$ cat config.mk
export PLATFORM = sky130hd
export DESIGN_NAME = board_test_mode
export DESIGN_NICKNAME = d
export VERILOG_FILES = /design/src/tmode_pkg.sv /design/src/xor_chain.sv /design/src/board_test_mode.sv
export SDC_FILE = /design/constraint.sdc
export NUM_CORES = 1
export LEC_CHECK = 0
export BUFFER_PORTS_ARGS = -buffer_cell sky130_fd_sc_hd__buf_2
export CORE_AREA = 5 5 106 108
export CTS_BUF_LIST = sky130_fd_sc_hd__clkbuf_8
export DETAILED_ROUTE_END_ITERATION = 7
export DIE_AREA = 0 0 111 113
export PLACE_DENSITY = 0.62
export REMOVE_ABC_BUFFERS = 1
export SLEW_MARGIN = 20
export SYNTH_ARGS = -nofsm -noshare
export SYNTH_HDL_FRONTEND = slang
export SYNTH_SLANG_ARGS = --single-unit
export TNS_END_PERCENT = 1
$ cat constraint.sdc
create_clock -name mclk_in -period 5.6 [get_ports mclk_in]
set_clock_uncertainty 0.05 [all_clocks]
set_input_delay 1.12 -clock mclk_in [delete_from_list [all_inputs] [get_ports mclk_in]]
set_output_delay 1.12 -clock mclk_in [all_outputs]
set_load 0.005 [all_outputs]
$ cat src/tmode_pkg.sv
// constants for the board test mode decode and xor tree
`default_nettype none
package tmode_pkg;
  localparam int          TREE_PINS_DFLT  = 64;
  localparam int          DIG_PINS_DFLT   = 96;
  localparam int          CLK_SRCS_DFLT   = 4;
  localparam int          SEL_W           = 4;
  localparam logic [3:0]  SEL_XOR_TREE    = 4'h0;
  localparam logic [3:0]  SEL_TRISTATE    = 4'h5;
  localparam logic [7:0]  JTAG_IR_HIGHZ   = 8'h08;
  localparam int          JTAG_IR_W       = 8;
  localparam logic [7:0]  TAP_RESET       = 8'h01;
  localparam logic [7:0]  TAP_IDLE        = 8'h02;
  localparam logic [7:0]  TAP_SEL_DR      = 8'h04;
  localparam logic [7:0]  TAP_SEL_IR      = 8'h08;
  localparam logic [7:0]  TAP_CAP_IR      = 8'h10;
  localparam logic [7:0]  TAP_SHIFT_IR    = 8'h20;
  localparam logic [7:0]  TAP_UPD_IR      = 8'h40;
  localparam logic [7:0]  TAP_DR_OTHER    = 8'h80;
endpackage
`default_nettype wire

$ cat src/xor_chain.sv
// cascaded xor chain over the tested pins
`timescale 1ns/10ps
`default_nettype none
module xor_chain #(
  parameter int N = 64
) (
  input  wire logic [N-1:0] pins_in,   // tested pin levels
  output logic              result_out // final stage
);
  if (N < 1)
  begin : g_bad_n
    $error("xor_chain: N must be at least 1");
  end
  logic [N:0] stage;
  assign stage[0] = 1'b0;
  genvar i;
  generate
    for (i = 0; i < N; i++)
    begin : g_st
      assign stage[i+1] = stage[i] ^ pins_in[i];
    end
  endgenerate
  assign result_out = stage[N];
endmodule
`default_nettype wire

$ cat src/board_test_mode.sv
// strap decoded xor tree and tristate test modes with tap highz
// Operation
// - all select low enters xor tree
// - select 0101 enters tristate mode
// - tree pins' output drivers go high impedance
// - flash enable pin driven with tree result
// - tree pins act as inputs
// - chained xor stages, one pin each
// - scan, strap, analog, clock pins excluded
// - tristate disables digital outputs except tdo
// - analog and regulator outputs unaffected
// - tap highz instruction tristates digital outputs except tdo, outside xor tree mode
// - tap held reset while trst low
// - clock view output selected by register
// - factory test input low active
`timescale 1ns/10ps
`default_nettype none
module board_test_mode
  import tmode_pkg::*;
#(
  parameter int TREE_PINS = TREE_PINS_DFLT,
  parameter int DIG_PINS  = DIG_PINS_DFLT,
  parameter int CLK_SRCS  = CLK_SRCS_DFLT
) (
  input  wire logic                  mclk_in,                   // core clock 50 MHz
  input  wire logic                  nrst_in,                   // async reset, low
  input  wire logic                  mode_decode_qualifier_low_in, // strap qualifier
  input  wire logic                  select_code_bit3_pin_in,   // select bit 3
  input  wire logic                  select_code_bit2_pin_in,   // select bit 2
  input  wire logic                  select_code_bit1_pin_in,   // select bit 1
  input  wire logic                  select_code_bit0_pin_in,   // select bit 0
  input  wire logic                  factory_test_low_in,       // factory test, low
  input  wire logic [TREE_PINS-1:0]  tree_pins_in,              // tested pin levels
  input  wire logic [DIG_PINS-1:0]   func_oe_in,                // normal output enables
  input  wire logic                  func_flash_ce_low_in,      // normal flash enable
  input  wire logic                  func_flash_ce_oe_in,       // normal flash enable oe
  input  wire logic [CLK_SRCS-1:0]   clk_srcs_in,               // observable clocks
  input  wire logic [$clog2(CLK_SRCS)-1:0] clk_view_sel_in,     // clock select register
  input  wire logic                  jtag_tck_in,               // tap clock, sampled
  input  wire logic                  jtag_tms_in,               // tap mode select
  input  wire logic                  jtag_tdi_in,               // tap data in
  input  wire logic                  jtag_trst_low_in,          // tap reset, low
  output logic                       jtag_tdo_out,              // tap data out
  output logic                       jtag_tdo_oe_out,           // tdo always driven
  output logic [DIG_PINS-1:0]        pin_oe_out,                // final output enables
  output logic                       flash_chip_enable_low_out, // flash enable or tree
  output logic                       flash_chip_enable_oe_out,  // flash enable oe
  output logic                       clk_view_out,              // observed clock
  output logic                       xor_mode_out,              // xor tree mode active
  output logic                       tristate_mode_out,         // global output disable
  output logic                       factory_test_out           // factory test asserted
);
  if (TREE_PINS < 1 || DIG_PINS < 1 || CLK_SRCS < 2)
  begin : g_bad_params
    $error("board_test_mode: bad parameters");
  end

  logic       rst_s1_r;
  logic       rst_s2_r;
  logic       rst_n;
  always_ff @(posedge mclk_in or negedge nrst_in)
  begin
    if (!nrst_in)
    begin
      rst_s1_r <= 1'b0;
      rst_s2_r <= 1'b0;
    end
    else
    begin
      rst_s1_r <= 1'b1;
      rst_s2_r <= rst_s1_r;
    end
  end
  assign rst_n = rst_s2_r;

  // strap decode is static; code is bit3..bit0
  logic [SEL_W-1:0] sel_code;
  logic             xor_mode;
  logic             strap_tri;
  assign sel_code  = {select_code_bit3_pin_in, select_code_bit2_pin_in,
                      select_code_bit1_pin_in, select_code_bit0_pin_in};
  assign xor_mode  = !mode_decode_qualifier_low_in && (sel_code == SEL_XOR_TREE);
  assign strap_tri = !mode_decode_qualifier_low_in && (sel_code == SEL_TRISTATE);

  // tap controller; tck sampled on the core clock
  typedef enum logic [7:0] {
    ST_RESET = TAP_RESET, ST_IDLE = TAP_IDLE, ST_SEL_DR = TAP_SEL_DR,
    ST_SEL_IR = TAP_SEL_IR, ST_CAP_IR = TAP_CAP_IR, ST_SHIFT_IR = TAP_SHIFT_IR,
    ST_UPD_IR = TAP_UPD_IR, ST_DR_OTHER = TAP_DR_OTHER
  } tap_e;
  tap_e                 tap_r;
  tap_e                 tap_nxt;
  logic                 tck_d_r;
  logic                 tck_rise;
  logic                 tck_fall;
  logic [JTAG_IR_W-1:0] ir_sh_r;
  logic [JTAG_IR_W-1:0] ir_r;
  logic                 highz;
  logic                 tdo_r;
  logic                 tap_rst;

  assign tap_rst  = !rst_n || !jtag_trst_low_in;
  assign tck_rise = jtag_tck_in && !tck_d_r;
  assign tck_fall = !jtag_tck_in && tck_d_r;

  always_ff @(posedge mclk_in or negedge nrst_in)
  begin
    if (!nrst_in)
      tck_d_r <= 1'b0;
    else
      tck_d_r <= jtag_tck_in;
  end

  // dr path collapsed: dr states only pass through to idle or select ir
  always_comb
  begin
    tap_nxt = tap_r;
    case (tap_r)
      ST_RESET:    tap_nxt = jtag_tms_in ? ST_RESET : ST_IDLE;
      ST_IDLE:     tap_nxt = jtag_tms_in ? ST_SEL_DR : ST_IDLE;
      ST_SEL_DR:   tap_nxt = jtag_tms_in ? ST_SEL_IR : ST_DR_OTHER;
      ST_DR_OTHER: tap_nxt = jtag_tms_in ? ST_IDLE : ST_DR_OTHER;
      ST_SEL_IR:   tap_nxt = jtag_tms_in ? ST_RESET : ST_CAP_IR;
      ST_CAP_IR:   tap_nxt = jtag_tms_in ? ST_UPD_IR : ST_SHIFT_IR;
      ST_SHIFT_IR: tap_nxt = jtag_tms_in ? ST_UPD_IR : ST_SHIFT_IR;
      ST_UPD_IR:   tap_nxt = jtag_tms_in ? ST_SEL_DR : ST_IDLE;
      default:     tap_nxt = ST_RESET;
    endcase
  end

  always_ff @(posedge mclk_in or negedge nrst_in)
  begin
    if (!nrst_in)
      tap_r <= ST_RESET;
    else if (tap_rst)
      tap_r <= ST_RESET;
    else if (tck_rise)
      tap_r <= tap_nxt;
  end

  always_ff @(posedge mclk_in or negedge nrst_in)
  begin
    if (!nrst_in)
    begin
      ir_sh_r <= '0;
      ir_r    <= '0;
    end
    else if (tap_rst || tap_r == ST_RESET)
    begin
      ir_sh_r <= '0;
      ir_r    <= '0;
    end
    else if (tck_rise && tap_r == ST_CAP_IR)
      ir_sh_r <= {{(JTAG_IR_W-1){1'b0}}, 1'b1};
    else if (tck_rise && tap_r == ST_SHIFT_IR)
      ir_sh_r <= {jtag_tdi_in, ir_sh_r[JTAG_IR_W-1:1]};
    else if (tck_fall && tap_r == ST_UPD_IR)
      ir_r <= ir_sh_r;
  end

  always_ff @(posedge mclk_in or negedge nrst_in)
  begin
    if (!nrst_in)
      tdo_r <= 1'b0;
    else if (tck_fall)
      tdo_r <= (tap_r == ST_SHIFT_IR) ? ir_sh_r[0] : 1'b0;
  end

  assign highz = (ir_r == JTAG_IR_HIGHZ);

  logic tree_res;
  xor_chain #(.N(TREE_PINS)) u_chain (
    .pins_in    (tree_pins_in), // only tree-tested pins are wired here
    .result_out (tree_res)
  );

  // output enable muxing is combinational so straps act without a clock
  logic glob_tri;
  assign glob_tri = (strap_tri || highz) && !xor_mode;
  always_comb
  begin
    if (xor_mode)
      pin_oe_out = '0;
    else if (glob_tri)
      pin_oe_out = '0;
    else
      pin_oe_out = func_oe_in;
  end

  assign flash_chip_enable_oe_out  = xor_mode ? 1'b1 : (glob_tri ? 1'b0 : func_flash_ce_oe_in);
  assign flash_chip_enable_low_out = xor_mode ? tree_res : func_flash_ce_low_in;
  assign jtag_tdo_out      = tdo_r;
  assign jtag_tdo_oe_out   = 1'b1;       // tdo keeps driving
  assign clk_view_out      = clk_srcs_in[clk_view_sel_in];
  assign xor_mode_out      = xor_mode;
  assign tristate_mode_out = glob_tri;
  assign factory_test_out  = !factory_test_low_in;

  AST_XOR_OE: assert property (@(posedge mclk_in) disable iff (!rst_n)
    xor_mode |-> (pin_oe_out == '0 && flash_chip_enable_oe_out))
    else $error("xor mode left an output enabled");
  AST_XOR_OUT: assert property (@(posedge mclk_in) disable iff (!rst_n)
    xor_mode |-> flash_chip_enable_low_out == ^tree_pins_in)
    else $error("tree result wrong");
  AST_TRI: assert property (@(posedge mclk_in) disable iff (!rst_n)
    (strap_tri && !xor_mode) |-> (pin_oe_out == '0 && jtag_tdo_oe_out && !flash_chip_enable_oe_out))
    else $error("tristate mode left an output enabled");
  AST_NORMAL: assert property (@(posedge mclk_in) disable iff (!rst_n)
    (mode_decode_qualifier_low_in && !highz) |-> pin_oe_out == func_oe_in)
    else $error("normal mode enables changed");
  AST_HIGHZ: assert property (@(posedge mclk_in) disable iff (!rst_n)
    (ir_r == JTAG_IR_HIGHZ && !xor_mode) |-> pin_oe_out == '0)
    else $error("highz left an output enabled");
  AST_TRST: assert property (@(posedge mclk_in) disable iff (!rst_n)
    !jtag_trst_low_in |=> (tap_r == ST_RESET && ir_r == '0))
    else $error("tap not held in reset");
  AST_SEL_DECODE: assert property (@(posedge mclk_in) disable iff (!rst_n)
    (!mode_decode_qualifier_low_in && sel_code == SEL_XOR_TREE) |-> (xor_mode_out && !tristate_mode_out))
    else $error("xor decode wrong");
  AST_TRI_DECODE: assert property (@(posedge mclk_in) disable iff (!rst_n)
    (tristate_mode_out && !highz) |-> (sel_code == SEL_TRISTATE && !mode_decode_qualifier_low_in))
    else $error("tristate decode wrong");
  AST_FTEST: assert property (@(posedge mclk_in) disable iff (!rst_n)
    factory_test_low_in |-> !factory_test_out)
    else $error("factory test active while high");

  COV_XOR:   cover property (@(posedge mclk_in) disable iff (!rst_n) xor_mode ##1 $changed(flash_chip_enable_low_out));
  COV_TRI:   cover property (@(posedge mclk_in) disable iff (!rst_n) strap_tri);
  COV_HIGHZ: cover property (@(posedge mclk_in) disable iff (!rst_n) $rose(highz));
endmodule
`default_nettype wire

==> results.md, run 1 <==
- Syn Inst Count: 346
- Sequential area share after synthesis: 0.252
- Endpoint class of the critical path: primary output
- Most frequent cells in the layout: 282 x buf_2, 96 x and2_1, 57 x xnor2_1
- Most common cell after layout, fill and taps aside: buf_2
- Clock sinks: 28
- Via Count: 3264
- CTS tree: done
- Post-Layout Inst Area: 0.00434 mm^2
- Hold-fix buffers at CTS: 0
- Clock root cell: clkbuf_8
- Core area: 0.0101 mm^2
- Hold Path Class: flip-flop to flip-flop
- CP Launch Point: tree_pins_in[59]
- Reg clk slew, reported paths: 90 ps
- Top-area cell type share of the netlist area: 0.243
- Max-slew violations: 0
- PnR Total Power: 0.706 mW
- N_diodes: 0
- Cell taking the most area after synthesis: dfrtp_1
- Nets: 791
- Most used flip-flop cell after synthesis: dfrtp_1
- Element type at the critical path start: input pin
- FMAX: 248 MHz
- Core Rows: 37
- Period minus WS final: 4030 ps
- Synthesized area per cell: 8.05 um^2
- Vias in the first global route: 3366
- Overall routed net length: 11.4 mm
- Max-cap violations: 0
- Tcrit/Tclk final: 0.719
- Total GRT Usage: 0.168
- Pin count of the biggest net entering global routing: 97
- Reg2reg start: tap_r[6]
- Setup repair bufs after CTS: 0
- I/O Buffers: 282
- Library cells used by synthesis: 41
- Routed vias/inst: 4.38
- Outcome: completed
- Crit path DAT: 2860 ps
- Layout cells sized above 1: 0.487
- Hold_ws: 306 ps
- Antenna Nets Post-Route: 0
- Wirelength per Cell: 15.3 um
- I/O pins: 284
- Worst slew pin tran: 681 ps
- Remaining DRCs: 0
- Top sig layer: met5
- Clk buf depth: 2
- DRT Pass-1 Iters: 4
- Met2 WL: 5.42 mm
- Ranking of synthesized cells by area: dfrtp_1 24%, and2_1 22%, xnor2_1 18%
- Peak VDD IR: 0.000124 V
- CTS buffer count: 3
- Post-synth EDFFs: 0
- Starting Density: 0.275
- Clk Latency, worst-skew pair: 280 ps
- Slew HR: 0.545
- Metal-1 WL: 4.42 mm
- Layout fillers: 1033
- Die Ht: 113 um
- # resized after CTS: 0
- Synth Warn #: 0
- Final setup fails: 0
- Die width: 111 um
- Post-Route Setup TNS: 0 ps
- Final Hold Vio Count: 0
- Area of the die: 0.0125 mm^2
- Met3 WL: 1.51 mm
- Asr flop ratio synth: 1.00
- Setup WS post-layout: 1570 ps
- Yosys reg bits: 28
- Required time of the critical path: 4430 ps
- Initial antenna violation count: 3
- Final GP Congestion: 0.851
- Global-route wire length before repair: 17.5 mm
- Crit Path Class: input pin to primary output
- Cell area after placement: 0.00427 mm^2
- CTS H-Tree Depth: 1
- Setup slack, reg-to-reg: 3410 ps
- Mapped Area: 0.00279 mm^2
- P&R area growth vs syn: 55.9%
- Pwr dens: 163 mW/mm^2
- RSZ-0062 raised after global routing: false
- DP HPWL: 9.89 mm
- First DRT Iteration DRCs: 144
- Leakage power: 2.17 nW
- Gr ovfl total: 0
- Hold Crit Start: rst_s1_r
- Pre-CTS WS: 1580 ps
- Worst-path fanout max: 1
## worst paths after layout
path                                              to  cells after the start
max in group asynchronous                      rst_n                      1
min reg2reg                                    rst_n                      0
min in group asynchronous                   tap_r[5]                      1
max                        flash_chip_enable_low_out                      9
max reg2reg                               ir_sh_r[5]                      6
min                                            rst_n                      0
## cell type report
class / instances / area (um^2) / share of cell area
Multi-Input combinational cell: 294 / 1980 / 0.455
Clock inverter: 1 / 30.0 / 0.00691
Sequential cell: 28 / 702 / 0.162
Clock buffer: 3 / 41.3 / 0.00951
Timing Repair Buffer: 283 / 1420 / 0.327
Tap cell: 136 / 170 / 0.0392
Inverter: 1 / 3.75 / 0.000864
## report_power, final
part	leakage, nW	total [mW]	internal (mW)	switching [mW]
logic	1.76	0.339	0.187	0.152
registers	0.381	0.205	0.204	0.00148
clock network	0.0357	0.162	0.0958	0.0662
total	2.17	0.706	0.487	0.219
## stage by stage
stage / util / std cells
after floorplan: - / 323
after global placement: 0.421 / 742
after detailed placement: 0.421 / 742
after CTS: 0.428 / 746
after global routing: 0.428 / 746
final: 0.428 / 746
## kinds of logic after synthesis
kind of cell           synth area share
buffers and inverters            0.0413
AO/OA/AOI/OAI                    0.0701
flip-flops                        0.252
other                           0.00135
XOR/XNOR                          0.211
multiplexers                     0.0440
AND/OR/NAND/NOR                   0.381
## synthesized netlist by cell type (2+ instances only)
library cell   n
a21oi_1       10
a31oi_1        2
and2_1        96
and3_1         2
buf_1          3
buf_2          5
buf_4          4
clkbuf_1      12
dfrtp_1       27
mux2i_1       10
nand2_1       26
nand2b_1       3
nand3_1        6
nand4_1        2
nand4b_1       2
nor2_1        22
nor2b_1        5
nor3_1         3
nor3_4         2
nor3b_1        2
nor4_1         2
nor4b_1        2
o21ai_0        9
o22ai_1        5
o31ai_1        3
xnor2_1       57
xor2_1        10
## registers in the layout, summed over array words and instances, names as in the netlist
signal / flops
ir_r: 8
ir_sh_r: 8
tap_r: 8
jtag_tdo_out: 1
rst_n: 1
rst_s1_r: 1
tck_d_r: 1
## critical path: stages
cell     delay, ps
buf_2          100
xor2_1         160
xnor2_1        130
xnor2_1        380
xnor2_1        150
xnor2_1        370
xnor2_1        110
a21oi_1        180
buf_2          150
## routing by layer
| layer | up-vias | GRT usage |
|---|---|---|
| met5 | - | 0 |
| met4 | 6 | 0.0123 |
| met3 | 10 | 0.0770 |
| met2 | 166 | 0.280 |
| met1 | 1442 | 0.210 |
| li1 | 1640 | - |
No activity file was read; power rests on OpenSTA's default activity.
==> run 2: changes to the inputs <==
--- a/config.mk
+++ b/config.mk
@@ -5,12 +5,13 @@
 export SDC_FILE = /design/constraint.sdc
 export NUM_CORES = 1
 export LEC_CHECK = 0
+export ABC_AREA = 1
 export BUFFER_PORTS_ARGS = -buffer_cell sky130_fd_sc_hd__buf_2
-export CORE_AREA = 5 5 106 108
+export CORE_AREA = 5 5 107 109
 export CTS_BUF_LIST = sky130_fd_sc_hd__clkbuf_8
 export DETAILED_ROUTE_END_ITERATION = 7
-export DIE_AREA = 0 0 111 113
-export PLACE_DENSITY = 0.62
+export DIE_AREA = 0 0 112 114
+export PLACE_DENSITY = 0.68
 export REMOVE_ABC_BUFFERS = 1
 export SLEW_MARGIN = 20
 export SYNTH_ARGS = -nofsm -noshare
==> constraint.sdc (replaced) <==
create_clock -name mclk_in -period 3.4 [get_ports mclk_in]
set_clock_uncertainty 0.05 [all_clocks]
set_input_delay 0.68 -clock mclk_in [delete_from_list [all_inputs] [get_ports mclk_in]]
set_output_delay 0.68 -clock mclk_in [all_outputs]
set_load 0.005 [all_outputs]
==> run 2 against run 1 <==
Utilization is 3.3 points higher. First-iteration DRC count grew 30%. Worst setup slack worse by 1000 ps. Global-route usage grew 0.90 points. Register-to-register slack worse by 1700 ps. Critical endpoint is now pin_oe_out[78]. Highest routed layer unchanged.
==> results.md, run 2 <==
- Outcome: completed
- Sequential area share after synthesis: 0.216 (-0.0356)
- Pwr dens: 210 mW/mm^2 (+29%)
- Nets: 947 (+20%)
- Area of the die: 0.0128 mm^2 (+1.8%)
- CTS buffer count: 3 (unchanged)
- Routed vias/inst: 4.54 (+3.7%)
- FMAX: 352 MHz
- Required time of the critical path: 2670 ps (-1760 ps)
- Commonest cells post-synth: 124 x nand2_1, 96 x and3_1, 62 x inv_1, 27 x dfrtp_1
- Clock root cell: clkbuf_8
- P&R area growth vs syn: 49.5%
- RSZ-0062 raised after global routing: false
- I/O pins: 284 (unchanged)
- Most frequent cells in the layout: 282 x buf_2, 124 x nand2_1, 96 x and3_1
- Most used flip-flop cell after synthesis: dfrtp_1
- Period minus WS final: 2840 ps
- First DRT Iteration DRCs: 187 (+30%)
- CP max stage cell: nor3_2
- Sw frac: 0.346 (+0.0358)
- Leakage power: 3.00 nW (+38%)
- Most common cell in the netlist: nand2_1
- Worst r2r path cells: 12 (+6)
- Mapped Area: 0.00324 mm^2 (+16%)
- Most common cell after layout, fill and taps aside: buf_2
- Post-Route Setup TNS: 0 ps (unchanged)
- Element type at the critical path start: input pin
- N_diodes: 0 (unchanged)
- Crit path largest cell delay: 300 ps (-80 ps)
- Antenna Nets Post-Route: 0 (unchanged)
- Syn Inst Count: 496 (+43%)
- Hold-fix buffers at CTS: 0 (unchanged)
- Synthesized area per cell: 6.54 um^2 (-19%)
- Setup repair bufs after CTS: 0 (unchanged)
- Starting Density: 0.309 (+0.0339)
- Layout cells sized above 1: 0.452 (-0.0352)
- Max-cap violations: 0 (unchanged)
- # resized after CTS: 0 (unchanged)
- Gr ovfl total: 0 (unchanged)
- Pin count of the biggest net entering global routing: 99 (+2.1%)
- Core Rows: 38 (+2.7%)
- Crit Path Class: input pin to primary output
- Endpoint class of the critical path: primary output
- Clk Latency, worst-skew pair: 270 ps (about the same)
- Via Count: 4110 (+26%)
- Max-slew violations: 0 (unchanged)
- Total GRT Usage: 0.177 (+0.00896)
- Die width: 112 um (+0.90%)
- Library cells used by synthesis: 42 (+2.4%)
- DRT Pass-1 Iters: 4 (unchanged)
- Final Hold Vio Count: 0 (unchanged)
- Final GP Congestion: 0.834 (-2.0%)
- Pint: 0.665 mW (+37%)
- Die Ht: 114 um (+0.88%)
- Asr flop ratio synth: 1.00 (unchanged)
- Layout Utilization: 0.462 (+0.0332)
- Final setup fails: 0 (unchanged)
- Sequential fraction of design power: 0.331 (+0.041)
- Vias in the first global route: 3611 (+7.3%)
- Yosys reg bits: 28 (unchanged)
- Reg clk slew, reported paths: 90 ps (about the same)
- Hold Crit Start: rst_s1_r
- Slew HR: 0.595 (+0.0499)
- Hold Path Class: flip-flop to flip-flop
- Top Family by Delay on Critical Path: buffers and inverters
- Post-synth EDFFs: 0 (unchanged)
- Worst-path fanout max: 54 (+53)
- Buffers plus inverters on the worst setup path: 5 (+3)
- RR Endpoint: ir_sh_r[0]
- Ranking of synthesized cells by area: dfrtp_1 21%, and3_1 19%, nand2_1 14%
- CTS tree: done
- Crit path DAT: 2110 ps (-750 ps)
- Top-area cell type share of the netlist area: 0.208 (-0.0343)
- DP HPWL: 11.0 mm (+11%)
- Wirelength per Cell: 13.9 um (-9.0%)
- Comb pwr share: 0.491 (+0.011)
- Clock share of power: 0.178 (-0.051)
- Clk buf depth: 2 (unchanged)
- Worst Hold Path Cells: 0 (unchanged)
- Overall routed net length: 12.6 mm (+10%)
- Cell taking the most area after synthesis: dfrtp_1
- Initial antenna violation count: 1 (-2)
- Hold EP: rst_n
- Switching pwr: 0.352 mW (+61%)
- Tcrit/Tclk final: 0.836
- Setup slack, reg-to-reg: 1670 ps (-1740 ps)
- I/O Buffers: 282 (unchanged)
- Worst slew pin tran: 607 ps (-73.5 ps)
- Reg2reg start: tap_r[3]
- Top Registers: ir_r: 8 flops, ir_sh_r: 8 flops, tap_r: 8 flops
- Peak VDD IR: 0.000253 V (+100%)
- Global-route wire length before repair: 18.4 mm (+5.6%)
- Critical-path cell list: buf_2 -> nor3_2 -> inv_2 -> nor3_4 -> inv_2 -> buf_12 -> and3_1 -> buf_2
- Core area: 0.0105 mm^2 (+3.6%)
- CTS H-Tree Depth: 1 (unchanged)
- Remaining DRCs: 0 (unchanged)
- Clock sinks: 28 (unchanged)
- Synth Warn #: 0 (unchanged)
run 2: cell types whose count changed after synthesis, moves of 6 or more:
cell and delta:
inv_2 +13, nand2_2 +13, nand3b_1 +6, nand3_1 +14, and3_1 +94, nand2_1 +98, mux2i_1 -10, and2_1 -96
o21ai_1 +7, xnor2_1 -42, inv_1 +61, a21oi_1 -8
run 2: metrics by stage:
stage | std cells | hold slack (ps) | setup slack (ps) | power [mW] | instance area [um^2]
after floorplan | 476 | 281 | 227 | 0.605 | 3150
after global routing | 906 | 337 | 406 | 1.10 | 4850
after detailed placement | 902 | 294 | 545 | 0.845 | 4800
after CTS | 906 | 315 | 545 | 1.03 | 4850
after global placement | 902 | 285 | 560 | 0.840 | 4800
final | 906 | 310 | 558 | 1.02 | 4850
run 2: layout make-up:
| cell class | instances | area, um^2 |
|---|---|---|
| Tap cell | 140 | 175 |
| Clock buffer | 3 | 41.3 |
| Inverter | 78 | 305 |
| Timing Repair Buffer | 286 | 1470 |
| Sequential cell | 28 | 702 |
| Fill cell | 1137 | 5660 |
| Multi-Input combinational cell | 370 | 2160 |
| Clock inverter | 1 | 3.75 |
run 2: worst max-delay path by stage:
stage                                      start                   endpoint  slack (ps)  cells after the start
floorplan                select_code_bit1_pin_in              pin_oe_out[0]         230                      3
global placement    mode_decode_qualifier_low_in             pin_oe_out[78]         560                      8
detailed placement  mode_decode_qualifier_low_in             pin_oe_out[78]         550                      8
CTS                 mode_decode_qualifier_low_in             pin_oe_out[78]         550                      8
global route                    tree_pins_in[34]  flash_chip_enable_low_out         410                     20
finish              mode_decode_qualifier_low_in             pin_oe_out[78]         560                      8
run 2: power groups by stage:
stage,Combinational [mW],Clock [mW],Sequential [mW]
finish,0.500,0.181,0.336
global route,0.563,0.201,0.337
CTS,0.505,0.184,0.336
detailed placement,0.502,0,0.343
global placement,0.497,0,0.343
floorplan,0.262,0,0.343
run 2: cells by family (layout without fill, tap and decap cells):
kind of cell	count (synthesis)	after routing	share of synthesized area
flip-flops	28	28	0.216
buffers and inverters	99	368	0.123
XOR/XNOR	28	28	0.0756
AND/OR/NAND/NOR	309	309	0.518
other	1	2	0.00116
AO/OA/AOI/OAI	31	31	0.0652
run 2: layer usage:
layer  up-vias  part of all wire  track usage
met2       124              0.50        0.312
met3        10             0.085       0.0483
met5         -            0.0016            0
met1      1842              0.40        0.224
li1       2132                 -            -
met4         2            0.0085       0.0248
